`config.mk`:
```
export PLATFORM = sky130hd
export DESIGN_NAME = mis_indication_top
export DESIGN_NICKNAME = d
export VERILOG_FILES = /design/src/include/mis_pkg.sv /design/src/logic/mis_txon_timer.sv /design/src/logic/mis_nav_sync.sv /design/src/logic/mis_indication_top.sv
export VERILOG_INCLUDE_DIRS = /design/src /design/src/include
export SDC_FILE = /design/constraint.sdc
export NUM_CORES = 1
export LEC_CHECK = 0
export BUFFER_PORTS_ARGS = -buffer_cell sky130_fd_sc_hd__buf_2
export CORE_MARGIN = 4
export CORE_UTILIZATION = 43
export CTS_CLUSTER_DIAMETER = 80
export DETAILED_ROUTE_END_ITERATION = 8
export HOLD_SLACK_MARGIN = 0.15
export SLEW_MARGIN = 20
export SYNTH_ARGS = -nofsm -noshare
export SYNTH_HDL_FRONTEND = slang
export SYNTH_HIERARCHICAL = 1
export SYNTH_SLANG_ARGS = --single-unit
```
`constraint.sdc`:
```
create_clock -name clk_i -period 2.4 [get_ports clk_i]
set_input_delay 0.24 -clock clk_i [delete_from_list [all_inputs] [get_ports clk_i]]
set_output_delay 0.24 -clock clk_i [all_outputs]
set_load 0.02 [all_outputs]
```
`src/include/mis_params.svh`:
```
// Constants for the module indication signals block
`ifndef MIS_PARAMS_SVH
`define MIS_PARAMS_SVH

// ==========================================================
// Clock period in nanoseconds, other times in microseconds
// ==========================================================
`define MIS_CLK_NS      10
`define MIS_T_ADV_US    10500
`define MIS_T_DLY_US    4000
`define MIS_T_RING_US   1000
`define MIS_T_SEC_US    1000000
`define MIS_T_NAV_PW_US 100

// Least time to cycles, rounded up
`define MIS_US2CYC(us) ((((us) * 1000) + `MIS_CLK_NS - 1) / `MIS_CLK_NS)

`define MIS_ADV_CYC    `MIS_US2CYC(`MIS_T_ADV_US)
`define MIS_DLY_CYC    `MIS_US2CYC(`MIS_T_DLY_US)
`define MIS_RING_CYC   `MIS_US2CYC(`MIS_T_RING_US)
`define MIS_SEC_CYC    `MIS_US2CYC(`MIS_T_SEC_US)
`define MIS_NAV_PW_CYC `MIS_US2CYC(`MIS_T_NAV_PW_US)

// ==========================================================
// Field layout and reset values
// ==========================================================
`define MIS_PIN_NUM      4
`define MIS_FOURTH_PIN   3
`define MIS_RING_PEND_MAX 4'hf
`define MIS_BAND_EN_RST  1'h0
`define MIS_ANT_LVL_RST  4'h0

`endif

```
`src/include/mis_pkg.sv`:
```
// Types shared by the module indication signals block
package mis_pkg;

  // ========================================================
  // Counters and commands
  // ========================================================
  typedef logic [31:0] mis_cnt_t;

  // Antenna select command: band plus one level per pin
  typedef struct packed {
    logic [7:0] band;
    logic [3:0] level;
    logic       has_fourth;
  } mis_antsel_s;

  // Per pin function: antenna control or general purpose
  typedef struct packed {
    logic [3:0] gpio_mode;
    logic [3:0] gpio_dir;
    logic [3:0] gpio_val;
  } mis_pincfg_s;

  // ========================================================
  // State machines
  // ========================================================
  typedef enum logic [1:0] {MIS_TX_IDLE, MIS_TX_ADV, MIS_TX_ON, MIS_TX_HOLD} mis_tx_e;
  typedef enum logic [1:0] {MIS_RI_IDLE, MIS_RI_HIGH, MIS_RI_GAP} mis_ri_e;

endpackage

```
`src/logic/mis_txon_timer.sv`:
```
// Transmit activity indicator with advance and trailing delay
`include "mis_params.svh"

module mis_txon_timer #(
  parameter mis_pkg::mis_cnt_t ADV_CYC = mis_pkg::mis_cnt_t'(`MIS_ADV_CYC),
  parameter mis_pkg::mis_cnt_t DLY_CYC = mis_pkg::mis_cnt_t'(`MIS_DLY_CYC)
) (
  // Clock and reset
  input  wire logic clk_i,
  input  wire logic resetn_i,
  // Request side
  input  wire logic tx_req_i,
  input  wire logic allow_i,
  // Indicator and permission
  output logic      tx_on_o,
  output logic      tx_grant_o
);

  mis_pkg::mis_tx_e  state_r;  // Sequencer state
  mis_pkg::mis_cnt_t cnt_r;    // Advance or delay countdown
  logic              go;       // Wanted and allowed

  assign go = tx_req_i && allow_i;

  // ========================================================
  // Sequencer: indicator leads the grant and trails it
  // ========================================================
  always_ff @(posedge clk_i) begin
    if (!resetn_i) begin
      state_r    <= mis_pkg::MIS_TX_IDLE;
      cnt_r      <= '0;
      tx_on_o    <= 1'b0;
      tx_grant_o <= 1'b0;
    end else begin
      case (state_r)
        mis_pkg::MIS_TX_IDLE: begin
          if (go) begin
            state_r <= mis_pkg::MIS_TX_ADV;
            cnt_r   <= mis_pkg::mis_cnt_t'(ADV_CYC - 1);
            tx_on_o <= 1'b1;
          end
        end
        mis_pkg::MIS_TX_ADV: begin
          // Cancelled before the burst: nothing was sent
          if (!go) begin
            state_r <= mis_pkg::MIS_TX_IDLE;
            tx_on_o <= 1'b0;
          end else if (cnt_r == '0) begin
            state_r    <= mis_pkg::MIS_TX_ON;
            tx_grant_o <= 1'b1;
          end else begin
            cnt_r <= cnt_r - 1'b1;
          end
        end
        mis_pkg::MIS_TX_ON: begin
          if (!go) begin
            state_r    <= mis_pkg::MIS_TX_HOLD;
            tx_grant_o <= 1'b0;
            cnt_r      <= mis_pkg::mis_cnt_t'(DLY_CYC - 1);
          end
        end
        mis_pkg::MIS_TX_HOLD: begin
          // New burst inside the tail gets a full advance again
          if (go) begin
            state_r <= mis_pkg::MIS_TX_ADV;
            cnt_r   <= mis_pkg::mis_cnt_t'(ADV_CYC - 1);
          end else if (cnt_r == '0) begin
            state_r <= mis_pkg::MIS_TX_IDLE;
            tx_on_o <= 1'b0;
          end else begin
            cnt_r <= cnt_r - 1'b1;
          end
        end
        default: state_r <= mis_pkg::MIS_TX_IDLE;
      endcase
    end
  end

endmodule // mis_txon_timer

```
`src/logic/mis_nav_sync.sv`:
```
// Once per second navigation sync pulse with holdover
`include "mis_params.svh"

module mis_nav_sync #(
  parameter mis_pkg::mis_cnt_t SEC_CYC = mis_pkg::mis_cnt_t'(`MIS_SEC_CYC),
  parameter mis_pkg::mis_cnt_t PW_CYC  = mis_pkg::mis_cnt_t'(`MIS_NAV_PW_CYC)
) (
  // Clock and reset
  input  wire logic clk_i,
  input  wire logic resetn_i,
  // Time source
  input  wire logic sec_edge_i,
  input  wire logic fix_valid_i,
  input  wire logic unc_high_i,
  // Pulse out
  output logic      pulse_o
);

  mis_pkg::mis_cnt_t sec_cnt_r;  // Local second, free running
  mis_pkg::mis_cnt_t pw_cnt_r;   // Pulse width countdown
  logic              synced_r;   // Local second has been aligned
  logic              align;      // Boundary seen under a fix
  logic              fire;       // Start a pulse now

  assign align = fix_valid_i && sec_edge_i;
  // Holdover only once aligned and while time is still trusted
  assign fire  = align || (!fix_valid_i && !unc_high_i && synced_r
                           && sec_cnt_r == '0);

  // ========================================================
  // Local second counter, pulled onto the boundary
  // ========================================================
  always_ff @(posedge clk_i) begin
    if (!resetn_i) begin
      sec_cnt_r <= '0;
      synced_r  <= 1'b0;
    end else begin
      if (align || sec_cnt_r == '0) begin
        sec_cnt_r <= mis_pkg::mis_cnt_t'(SEC_CYC - 1);
      end else begin
        sec_cnt_r <= sec_cnt_r - 1'b1;
      end
      if (align) begin
        synced_r <= 1'b1;
      end else if (unc_high_i && !fix_valid_i) begin
        synced_r <= 1'b0;
      end
    end
  end

  // ========================================================
  // Pulse generator, one pulse per second
  // ========================================================
  always_ff @(posedge clk_i) begin
    if (!resetn_i) begin
      pulse_o  <= 1'b0;
      pw_cnt_r <= '0;
    end else if (fire) begin
      pulse_o  <= 1'b1;
      pw_cnt_r <= mis_pkg::mis_cnt_t'(PW_CYC - 1);
    end else if (pulse_o) begin
      if (pw_cnt_r == '0) begin
        pulse_o <= 1'b0;
      end else begin
        pw_cnt_r <= pw_cnt_r - 1'b1;
      end
    end
  end

endmodule // mis_nav_sync

```
`src/logic/mis_indication_top.sv`:
```
// Discrete indication and control lines between module and host
// Functional notes
// - Transmit indicator high during transmission
// - LED line sinks only, released otherwise
// - Host wake goes high on wake events
// - Ring indicator pulses per notifiable event
// - Power removal flag only when safe
// - One nav pulse every second
// - Nav pulse aligned to boundary under fix
// - Holdover pulses while uncertainty stays low
// - High uncertainty without a fix stops the nav pulses
// - Radio disabled: no transmit, no receive
// - Radio disable input pulled up internally
// - Four optional antenna switch outputs
// - Band select enable survives restarts
// - Band levels drive pins zero to three
// - Each antenna pin may become GPIO
`include "mis_params.svh"

module mis_indication_top #(
  parameter mis_pkg::mis_cnt_t ADV_CYC    = mis_pkg::mis_cnt_t'(`MIS_ADV_CYC),
  parameter mis_pkg::mis_cnt_t DLY_CYC    = mis_pkg::mis_cnt_t'(`MIS_DLY_CYC),
  parameter mis_pkg::mis_cnt_t RING_CYC   = mis_pkg::mis_cnt_t'(`MIS_RING_CYC),
  parameter mis_pkg::mis_cnt_t SEC_CYC    = mis_pkg::mis_cnt_t'(`MIS_SEC_CYC),
  parameter mis_pkg::mis_cnt_t NAV_PW_CYC = mis_pkg::mis_cnt_t'(`MIS_NAV_PW_CYC)
) (
  // Clock, restart reset and power-on reset
  input  wire logic                 clk_i,
  input  wire logic                 resetn_i,
  input  wire logic                 por_n_i,
  // Transmit activity
  input  wire logic                 tx_req_i,
  output logic                      tx_on_o,
  output logic                      tx_grant_o,
  // Radio disable and receive path
  input  wire logic                 radio_disable_n_i,
  output logic                      radio_disable_pu_o,
  input  wire logic                 rx_req_i,
  output logic                      rx_enable_o,
  // Status LED, open drain
  input  wire logic                 led_on_i,
  output logic                      link_led_drive_n_o,
  output logic                      link_led_drive_n_oe_o,
  // Host wake
  input  wire logic                 wake_event_i,
  input  wire logic                 host_wake_clr_i,
  output logic                      host_wake_out_o,
  // Ring indicate
  input  wire logic                 ring_event_i,
  output logic                      ring_indicate_out_o,
  // Safe power removal
  input  wire logic                 shutdown_done_i,
  output logic                      power_removal_ok_o,
  // Navigation second
  input  wire logic                 nav_sec_edge_i,
  input  wire logic                 nav_fix_valid_i,
  input  wire logic                 nav_unc_high_i,
  output logic                      nav_second_pulse_o,
  // Band selection and antenna select command
  input  wire logic                 band_sel_wr_i,
  input  wire logic                 band_sel_val_i,
  output logic                      band_select_enable_o,
  input  wire logic                 antsel_valid_i,
  input  wire mis_pkg::mis_antsel_s antenna_select_command_i,
  output logic [7:0]                antsel_band_o,
  // Antenna switch pins and their function
  input  wire mis_pkg::mis_pincfg_s pin_function_config_i,
  input  wire logic [3:0]           antenna_switch_ctrl_i,
  output logic [3:0]                antenna_switch_ctrl_o,
  output logic [3:0]                antenna_switch_ctrl_oe_o,
  output logic [3:0]                ant_gpio_in_o
);

  // ========================================================
  // Helpers
  // ========================================================
  // Reload value of a down counter that must last n cycles
  function automatic mis_pkg::mis_cnt_t cnt_load(input mis_pkg::mis_cnt_t n);
    cnt_load = mis_pkg::mis_cnt_t'(n - 1);
  endfunction

  // ========================================================
  // Radio disable
  // ========================================================
  logic radio_en_r;  // Registered disable pin, high means radio on

  // Pull-up kept on so an open pin leaves the radio running;
  // the host never drives high, so no contention arises
  always_ff @(posedge clk_i) begin
    if (!resetn_i) begin
      radio_en_r         <= 1'b1;
      radio_disable_pu_o <= 1'b1;
    end else begin
      radio_en_r         <= radio_disable_n_i;
      radio_disable_pu_o <= 1'b1;
    end
  end

  // Receive path closed while disabled
  always_ff @(posedge clk_i) begin
    if (!resetn_i) begin
      rx_enable_o <= 1'b0;
    end else begin
      rx_enable_o <= rx_req_i && radio_en_r;
    end
  end

  // ========================================================
  // Transmit activity indicator
  // ========================================================
  // Grant withheld while disabled, so no burst can start
  mis_txon_timer #(
    .ADV_CYC    (ADV_CYC),
    .DLY_CYC    (DLY_CYC)
  ) u_txon (
    .clk_i      (clk_i),
    .resetn_i   (resetn_i),
    .tx_req_i   (tx_req_i),
    .allow_i    (radio_en_r),
    .tx_on_o    (tx_on_o),
    .tx_grant_o (tx_grant_o)
  );

  // ========================================================
  // Status LED, open drain
  // ========================================================
  // Only ever sinks; data bit is fixed low, enable lights it
  always_ff @(posedge clk_i) begin
    if (!resetn_i) begin
      link_led_drive_n_o    <= 1'b0;
      link_led_drive_n_oe_o <= 1'b0;
    end else begin
      link_led_drive_n_o    <= 1'b0;
      link_led_drive_n_oe_o <= led_on_i;
    end
  end

  // ========================================================
  // Host wake
  // ========================================================
  // Held until the host clears it; a new event wins the clear
  always_ff @(posedge clk_i) begin
    if (!resetn_i) begin
      host_wake_out_o <= 1'b0;
    end else if (wake_event_i) begin
      host_wake_out_o <= 1'b1;
    end else if (host_wake_clr_i) begin
      host_wake_out_o <= 1'b0;
    end
  end

  // ========================================================
  // Ring indicate
  // ========================================================
  mis_pkg::mis_ri_e  ri_state_r;  // High phase, then equal gap
  mis_pkg::mis_cnt_t ri_cnt_r;    // Phase countdown
  logic [3:0]        ri_pend_r;   // Events not yet signalled
  logic              ri_take;     // One pending event consumed

  assign ri_take = (ri_state_r == mis_pkg::MIS_RI_IDLE) && (ri_pend_r != 4'h0);

  // Pending count: events arriving during a pulse are queued, an
  // arrival in the consuming cycle still counts; saturates at 15
  always_ff @(posedge clk_i) begin
    if (!resetn_i) begin
      ri_pend_r <= 4'h0;
    end else if (ring_event_i && !ri_take) begin
      if (ri_pend_r != `MIS_RING_PEND_MAX) begin
        ri_pend_r <= ri_pend_r + 4'h1;
      end
    end else if (!ring_event_i && ri_take) begin
      ri_pend_r <= ri_pend_r - 4'h1;
    end
  end

  // Pulse sequencer; the gap keeps back to back pulses distinct
  always_ff @(posedge clk_i) begin
    if (!resetn_i) begin
      ri_state_r          <= mis_pkg::MIS_RI_IDLE;
      ri_cnt_r            <= '0;
      ring_indicate_out_o <= 1'b0;
    end else begin
      case (ri_state_r)
        mis_pkg::MIS_RI_IDLE: begin
          if (ri_take) begin
            ri_state_r          <= mis_pkg::MIS_RI_HIGH;
            ri_cnt_r            <= cnt_load(RING_CYC);
            ring_indicate_out_o <= 1'b1;
          end
        end
        mis_pkg::MIS_RI_HIGH: begin
          if (ri_cnt_r == '0) begin
            ri_state_r          <= mis_pkg::MIS_RI_GAP;
            ri_cnt_r            <= cnt_load(RING_CYC);
            ring_indicate_out_o <= 1'b0;
          end else begin
            ri_cnt_r <= ri_cnt_r - 1'b1;
          end
        end
        mis_pkg::MIS_RI_GAP: begin
          if (ri_cnt_r == '0) begin
            ri_state_r <= mis_pkg::MIS_RI_IDLE;
          end else begin
            ri_cnt_r <= ri_cnt_r - 1'b1;
          end
        end
        default: ri_state_r <= mis_pkg::MIS_RI_IDLE;
      endcase
    end
  end

  // ========================================================
  // Safe power removal
  // ========================================================
  // Claimed only if the transmitter was neither lit nor granted in the previous cycle
  always_ff @(posedge clk_i) begin
    if (!resetn_i) begin
      power_removal_ok_o <= 1'b0;
    end else begin
      power_removal_ok_o <= shutdown_done_i && !tx_on_o && !tx_grant_o;
    end
  end

  // ========================================================
  // Navigation second pulse
  // ========================================================
  mis_nav_sync #(
    .SEC_CYC     (SEC_CYC),
    .PW_CYC      (NAV_PW_CYC)
  ) u_nav (
    .clk_i       (clk_i),
    .resetn_i    (resetn_i),
    .sec_edge_i  (nav_sec_edge_i),
    .fix_valid_i (nav_fix_valid_i),
    .unc_high_i  (nav_unc_high_i),
    .pulse_o     (nav_second_pulse_o)
  );

  // ========================================================
  // Band selection enable
  // ========================================================
  // Reset only by power-on, so a restart keeps the setting
  always_ff @(posedge clk_i) begin
    if (!por_n_i) begin
      band_select_enable_o <= `MIS_BAND_EN_RST;
    end else if (band_sel_wr_i) begin
      band_select_enable_o <= band_sel_val_i;
    end
  end

  // ========================================================
  // Antenna select levels
  // ========================================================
  logic [3:0] ant_lvl_r;  // Levels for pins zero to three

  // Ignored unless band selection is enabled; the fourth level is
  // optional and keeps its old value when left out
  always_ff @(posedge clk_i) begin
    if (!resetn_i) begin
      ant_lvl_r     <= `MIS_ANT_LVL_RST;
      antsel_band_o <= 8'h00;
    end else if (antsel_valid_i && band_select_enable_o) begin
      antsel_band_o  <= antenna_select_command_i.band;
      ant_lvl_r[2:0] <= antenna_select_command_i.level[2:0];
      if (antenna_select_command_i.has_fourth) begin
        ant_lvl_r[`MIS_FOURTH_PIN] <= antenna_select_command_i.level[`MIS_FOURTH_PIN];
      end
    end
  end

  // ========================================================
  // Antenna pins and general purpose use
  // ========================================================
  // Antenna mode drives the level; GPIO mode follows direction bit
  always_ff @(posedge clk_i) begin
    if (!resetn_i) begin
      antenna_switch_ctrl_o    <= 4'h0;
      antenna_switch_ctrl_oe_o <= 4'h0;
      ant_gpio_in_o            <= 4'h0;
    end else begin
      for (int i = 0; i < `MIS_PIN_NUM; i++) begin
        if (pin_function_config_i.gpio_mode[i]) begin
          antenna_switch_ctrl_o[i]    <= pin_function_config_i.gpio_val[i];
          antenna_switch_ctrl_oe_o[i] <= pin_function_config_i.gpio_dir[i];
        end else begin
          antenna_switch_ctrl_o[i]    <= ant_lvl_r[i];
          antenna_switch_ctrl_oe_o[i] <= 1'b1;
        end
      end
      // Input value visible only for pins in GPIO mode
      ant_gpio_in_o <= antenna_switch_ctrl_i & pin_function_config_i.gpio_mode;
    end
  end
endmodule // mis_indication_top

```
==> results.py <==
metrics = {
    "cts": {
        "htreeDepth": 4,
        "cts_buffers": 17,
        "cts_tree": "done",
        "clk_latency_ns": 0.42,
        "cts_sinks": 171,
        "clockBufferDepth": 2,
        "root_buffer": "clkbuf_16",
        "clkSlewWorstSetupHoldPaths_ns": 0.07,
    },
    "layout": {
        "nNetsFinal": 1254,
        "n_antenna_cell": 0,
        "drive_above_1_share": 0.279,
        "final_cell_mix": "165 x dfxtp_1, 100 x buf_4, 77 x a21oi_1, 75 x nand2_1",
        "multi_input_area_um2": 5350,
        "postLayoutCellArea_um2": 11600,
        "layout_commonest_cell": "dfxtp_1",
        "fillers": 1733,
        "area_delta_synth_final_pct": 33.3,
        "layout.area.seq_um2": 3430,
    },
    "routing": {
        "drtIter0Drc": 450,
        "vias": 8075,
        "routed_via_density": 5.48,
        "wire_per_inst_um": 15.0,
        "remaining_drc_errors": 0,
        "first_pass_iters": 5,
        "wirelength_um": 22100,
        "postRouteAntennaNets": 0,
    },
    "worst_setup_path": {
        "r2r_slack_ns": -0.04,
        "critical_path_class": "reg -> reg",
        "endpoint_kind": "register",
        "crit_start": "ri_cnt_r[25]$_SDFFE_PN0P_",
        "worstPathArrival_ns": 2.79,
        "required_ns": 2.75,
        "timing.rr.start": "ri_cnt_r[25]$_SDFFE_PN0P_",
        "worstPathMaxFanout": 6,
        "start_kind": "register",
    },
    "timing": {
        "finClkSkew_ns": 0.00985,
        "worst_slew_pin_slew_ns": 0.650,
        "drv_slew": 0,
        "relSlewSlack": 0.565,
        "grt_setup_unrepaired": "true",
        "finalCriticalPeriod_ns": 2.44,
        "max_freq_mhz": 411,
        "setup_viol": 19,
        "min_period_over_period": 1.01,
        "setup_slack_ns": -0.0350,
        "report.final.hold_viol_count": 0,
    },
    "power_and_ir_drop": {
        "vdd_drop_max_v": 0.000540,
        "clockPowerShare": 0.264,
        "switchingPower_mw": 3.80,
        "p_int_mw": 6.93,
        "leakagePower_nw": 4.48,
        "power_frac_comb": 0.418,
        "power_density_nw_per_um2": 925,
        "swShare": 0.354,
        "total_power_mw": 10.7,
        "p_seq_frac": 0.318,
    },
    "yosys": {
        "seq_area_frac_synth": 0.394,
        "yosysWarnings": 6,
        "synth_area_per_cell_um2": 8.72,
        "yosysUniqueCellTypes": 82,
        "ys_seq_elements": 171,
        "yosys_most_used_dff": "dfxtp_1",
        "synth_area_um2": 8700,
        "synth_nets": 1055,
        "synth_edf_count": 0,
        "async_flop_share": 0,
        "synth_cells": 997,
    },
    "run": {
        "cap_violations": 0,
    },
    "global_routing": {
        "grt_pass1_wl_um": 36800,
        "grt_overflow": 0,
        "antenna_found_initial": 0,
        "grt_pass1_vias": 7711,
        "grt_use_total": 0.195,
        "grt_max_degree": 41,
    },
    "status": {
        "violations": "setup timing",
        "status": "finished with violations",
    },
    "floorplan": {
        "die_area_um2": 22600,
        "die_h_um": 150,
        "initial_core_util": 0.442,
        "io_pins": 77,
        "core_um2": 19700,
        "num_rows": 51,
        "dieWidth_um": 150,
    },
    "place": {
        "dpl_cell_area_um2": 9970,
        "gp_congestion": 0.851,
        "portBuffers": 74,
        "dp_hpwl_um": 14400,
    },
    "hold_path": {
        "hold_class": "in -> reg",
        "holdCritStartpoint": "nav_fix_valid_i",
    },
}
[cell type report]
cell class,count,area share
well taps,265,0.0286
clock inverters,10,0.0120
flip-flops and latches,171,0.296
repair buffers,228,0.154
clock buffers,21,0.0397
inverters,25,0.00809
multi-input cells,753,0.462
[cell families after synthesis]
kind of cell / count (synthesis) / share of synthesized area
adders and majority gates: 13 / 0.0193
muxes: 11 / 0.0128
and+or+nand+nor: 429 / 0.287
xor gates and xnor gates: 72 / 0.0725
DFF: 171 / 0.394
other: 2 / 0.000864
buffers and inverters: 73 / 0.0391
AOI/OAI and AO/OA: 226 / 0.174
[worst max-delay path, stage by stage, from the launching register on]
cell	delay, ns
dfxtp_2	0.32
or4_4	0.55
or3_4	0.42
nor4_4	0.33
or2_4	0.22
o221ai_4	0.12
buf_12	0.16
buf_12	0.14
a21oi_2	0.10
[layer usage]
layer | GRT usage | up-vias | routed length (um)
met5 | 0 | - | 0
met2 | 0.324 | 208 | 10500
met3 | 0.0494 | 31 | 1110
met1 | 0.249 | 3779 | 10100
li1 | - | 4057 | -
met4 | 0.0613 | 0 | 421
[through the flow]
stage                     TNS, ns  cells  utilization  setup slack, ns  hold slack (ns)
final                      -0.390   1473        0.590          -0.0350            0.171
after global placement          0   1386        0.507           0.0250            0.420
after floorplan            -0.449    997            -          -0.0409            0.341
after global routing        -2.33   1473        0.590           -0.103            0.161
after detailed placement        0   1386        0.507          0.00124            0.424
after CTS                       0   1459        0.560          0.00709            0.152
[cells in the mapped netlist (5+ instances only)]
library cell / instances / share of area
dfxtp_1: 171 / 0.39
a21oi_1: 82 / 0.047
nand2_1: 77 / 0.033
nor2_1: 77 / 0.033
xnor2_1: 46 / 0.046
nor3_1: 36 / 0.021
or4_1: 34 / 0.029
clkbuf_1: 33 / 0.014
o21ai_0: 31 / 0.018
nor4_1: 27 / 0.019
xor2_1: 26 / 0.026
o31ai_1: 25 / 0.022
inv_1: 24 / 0.010
or3_1: 24 / 0.017
nand3_1: 23 / 0.013
nand4_1: 21 / 0.015
a21boi_0: 18 / 0.016
nor2_2: 18 / 0.013
ha_1: 11 / 0.016
nor2b_1: 11 / 0.0079
a31oi_1: 10 / 0.0072
mux2i_1: 10 / 0.012
or2_2: 10 / 0.0072
and2_1: 8 / 0.0058
and3_1: 7 / 0.0050
buf_6: 6 / 0.0078
o211ai_1: 6 / 0.0052
buf_2: 5 / 0.0029
nand2b_1: 5 / 0.0036
nand3b_1: 5 / 0.0043
nand4b_1: 5 / 0.0050
nor4_2: 5 / 0.0072
or4_4: 5 / 0.0065
[registers in the layout, summed over array words and instances, names as in the netlist, named ones only]
name                      count
ant_gpio_in_o                 4
ant_lvl_r                     4
antenna_switch_ctrl_o         4
antenna_switch_ctrl_oe_o      4
antsel_band_o                 8
band_select_enable_o          1
host_wake_out_o               1
link_led_drive_n_oe_o         1
power_removal_ok_o            1
radio_en_r                    1
ri_cnt_r                     32
ri_pend_r                     4
ri_state_r                    2
ring_indicate_out_o           1
rx_enable_o                   1
u_nav/pulse_o                 1
u_nav/pw_cnt_r               32
u_nav/sec_cnt_r              32
u_nav/synced_r                1
u_txon/cnt_r                 32
u_txon/state_r                1
u_txon/tx_grant_o             1
u_txon/tx_on_o                1
[final timing paths]
path | to | cells past startpoint
worst max-delay path | ri_cnt_r[26]$_SDFFE_PN0P_ | 8
worst min-delay path | u_nav/synced_r$_SDFFE_PN0P_ | 3
worst max register to register | ri_cnt_r[26]$_SDFFE_PN0P_ | 8
worst min register to register | antsel_band_o[3]$_SDFFE_PN0P_ | 2
[timing repair]
action,4_1_cts,5_1_grt
pin swaps,0,38
hold endpoints to repair,32,0
gates resized for setup,3,81
buffers inserted,0,10
hold buffers,42,0
endpoints found under the setup margin,26,88
cloned,0,4
[power by group through the flow]
stage / logic, mW / registers [mW] / clock network [mW]
after global placement: 3.65 / 3.43 / 0
final: 4.48 / 3.41 / 2.83
after floorplan: 2.45 / 3.44 / 0
after detailed placement: 3.65 / 3.44 / 0
after CTS: 3.75 / 3.38 / 2.91
after global routing: 4.90 / 3.45 / 3.03
Note: power is estimated with default switching activity, not from simulation.
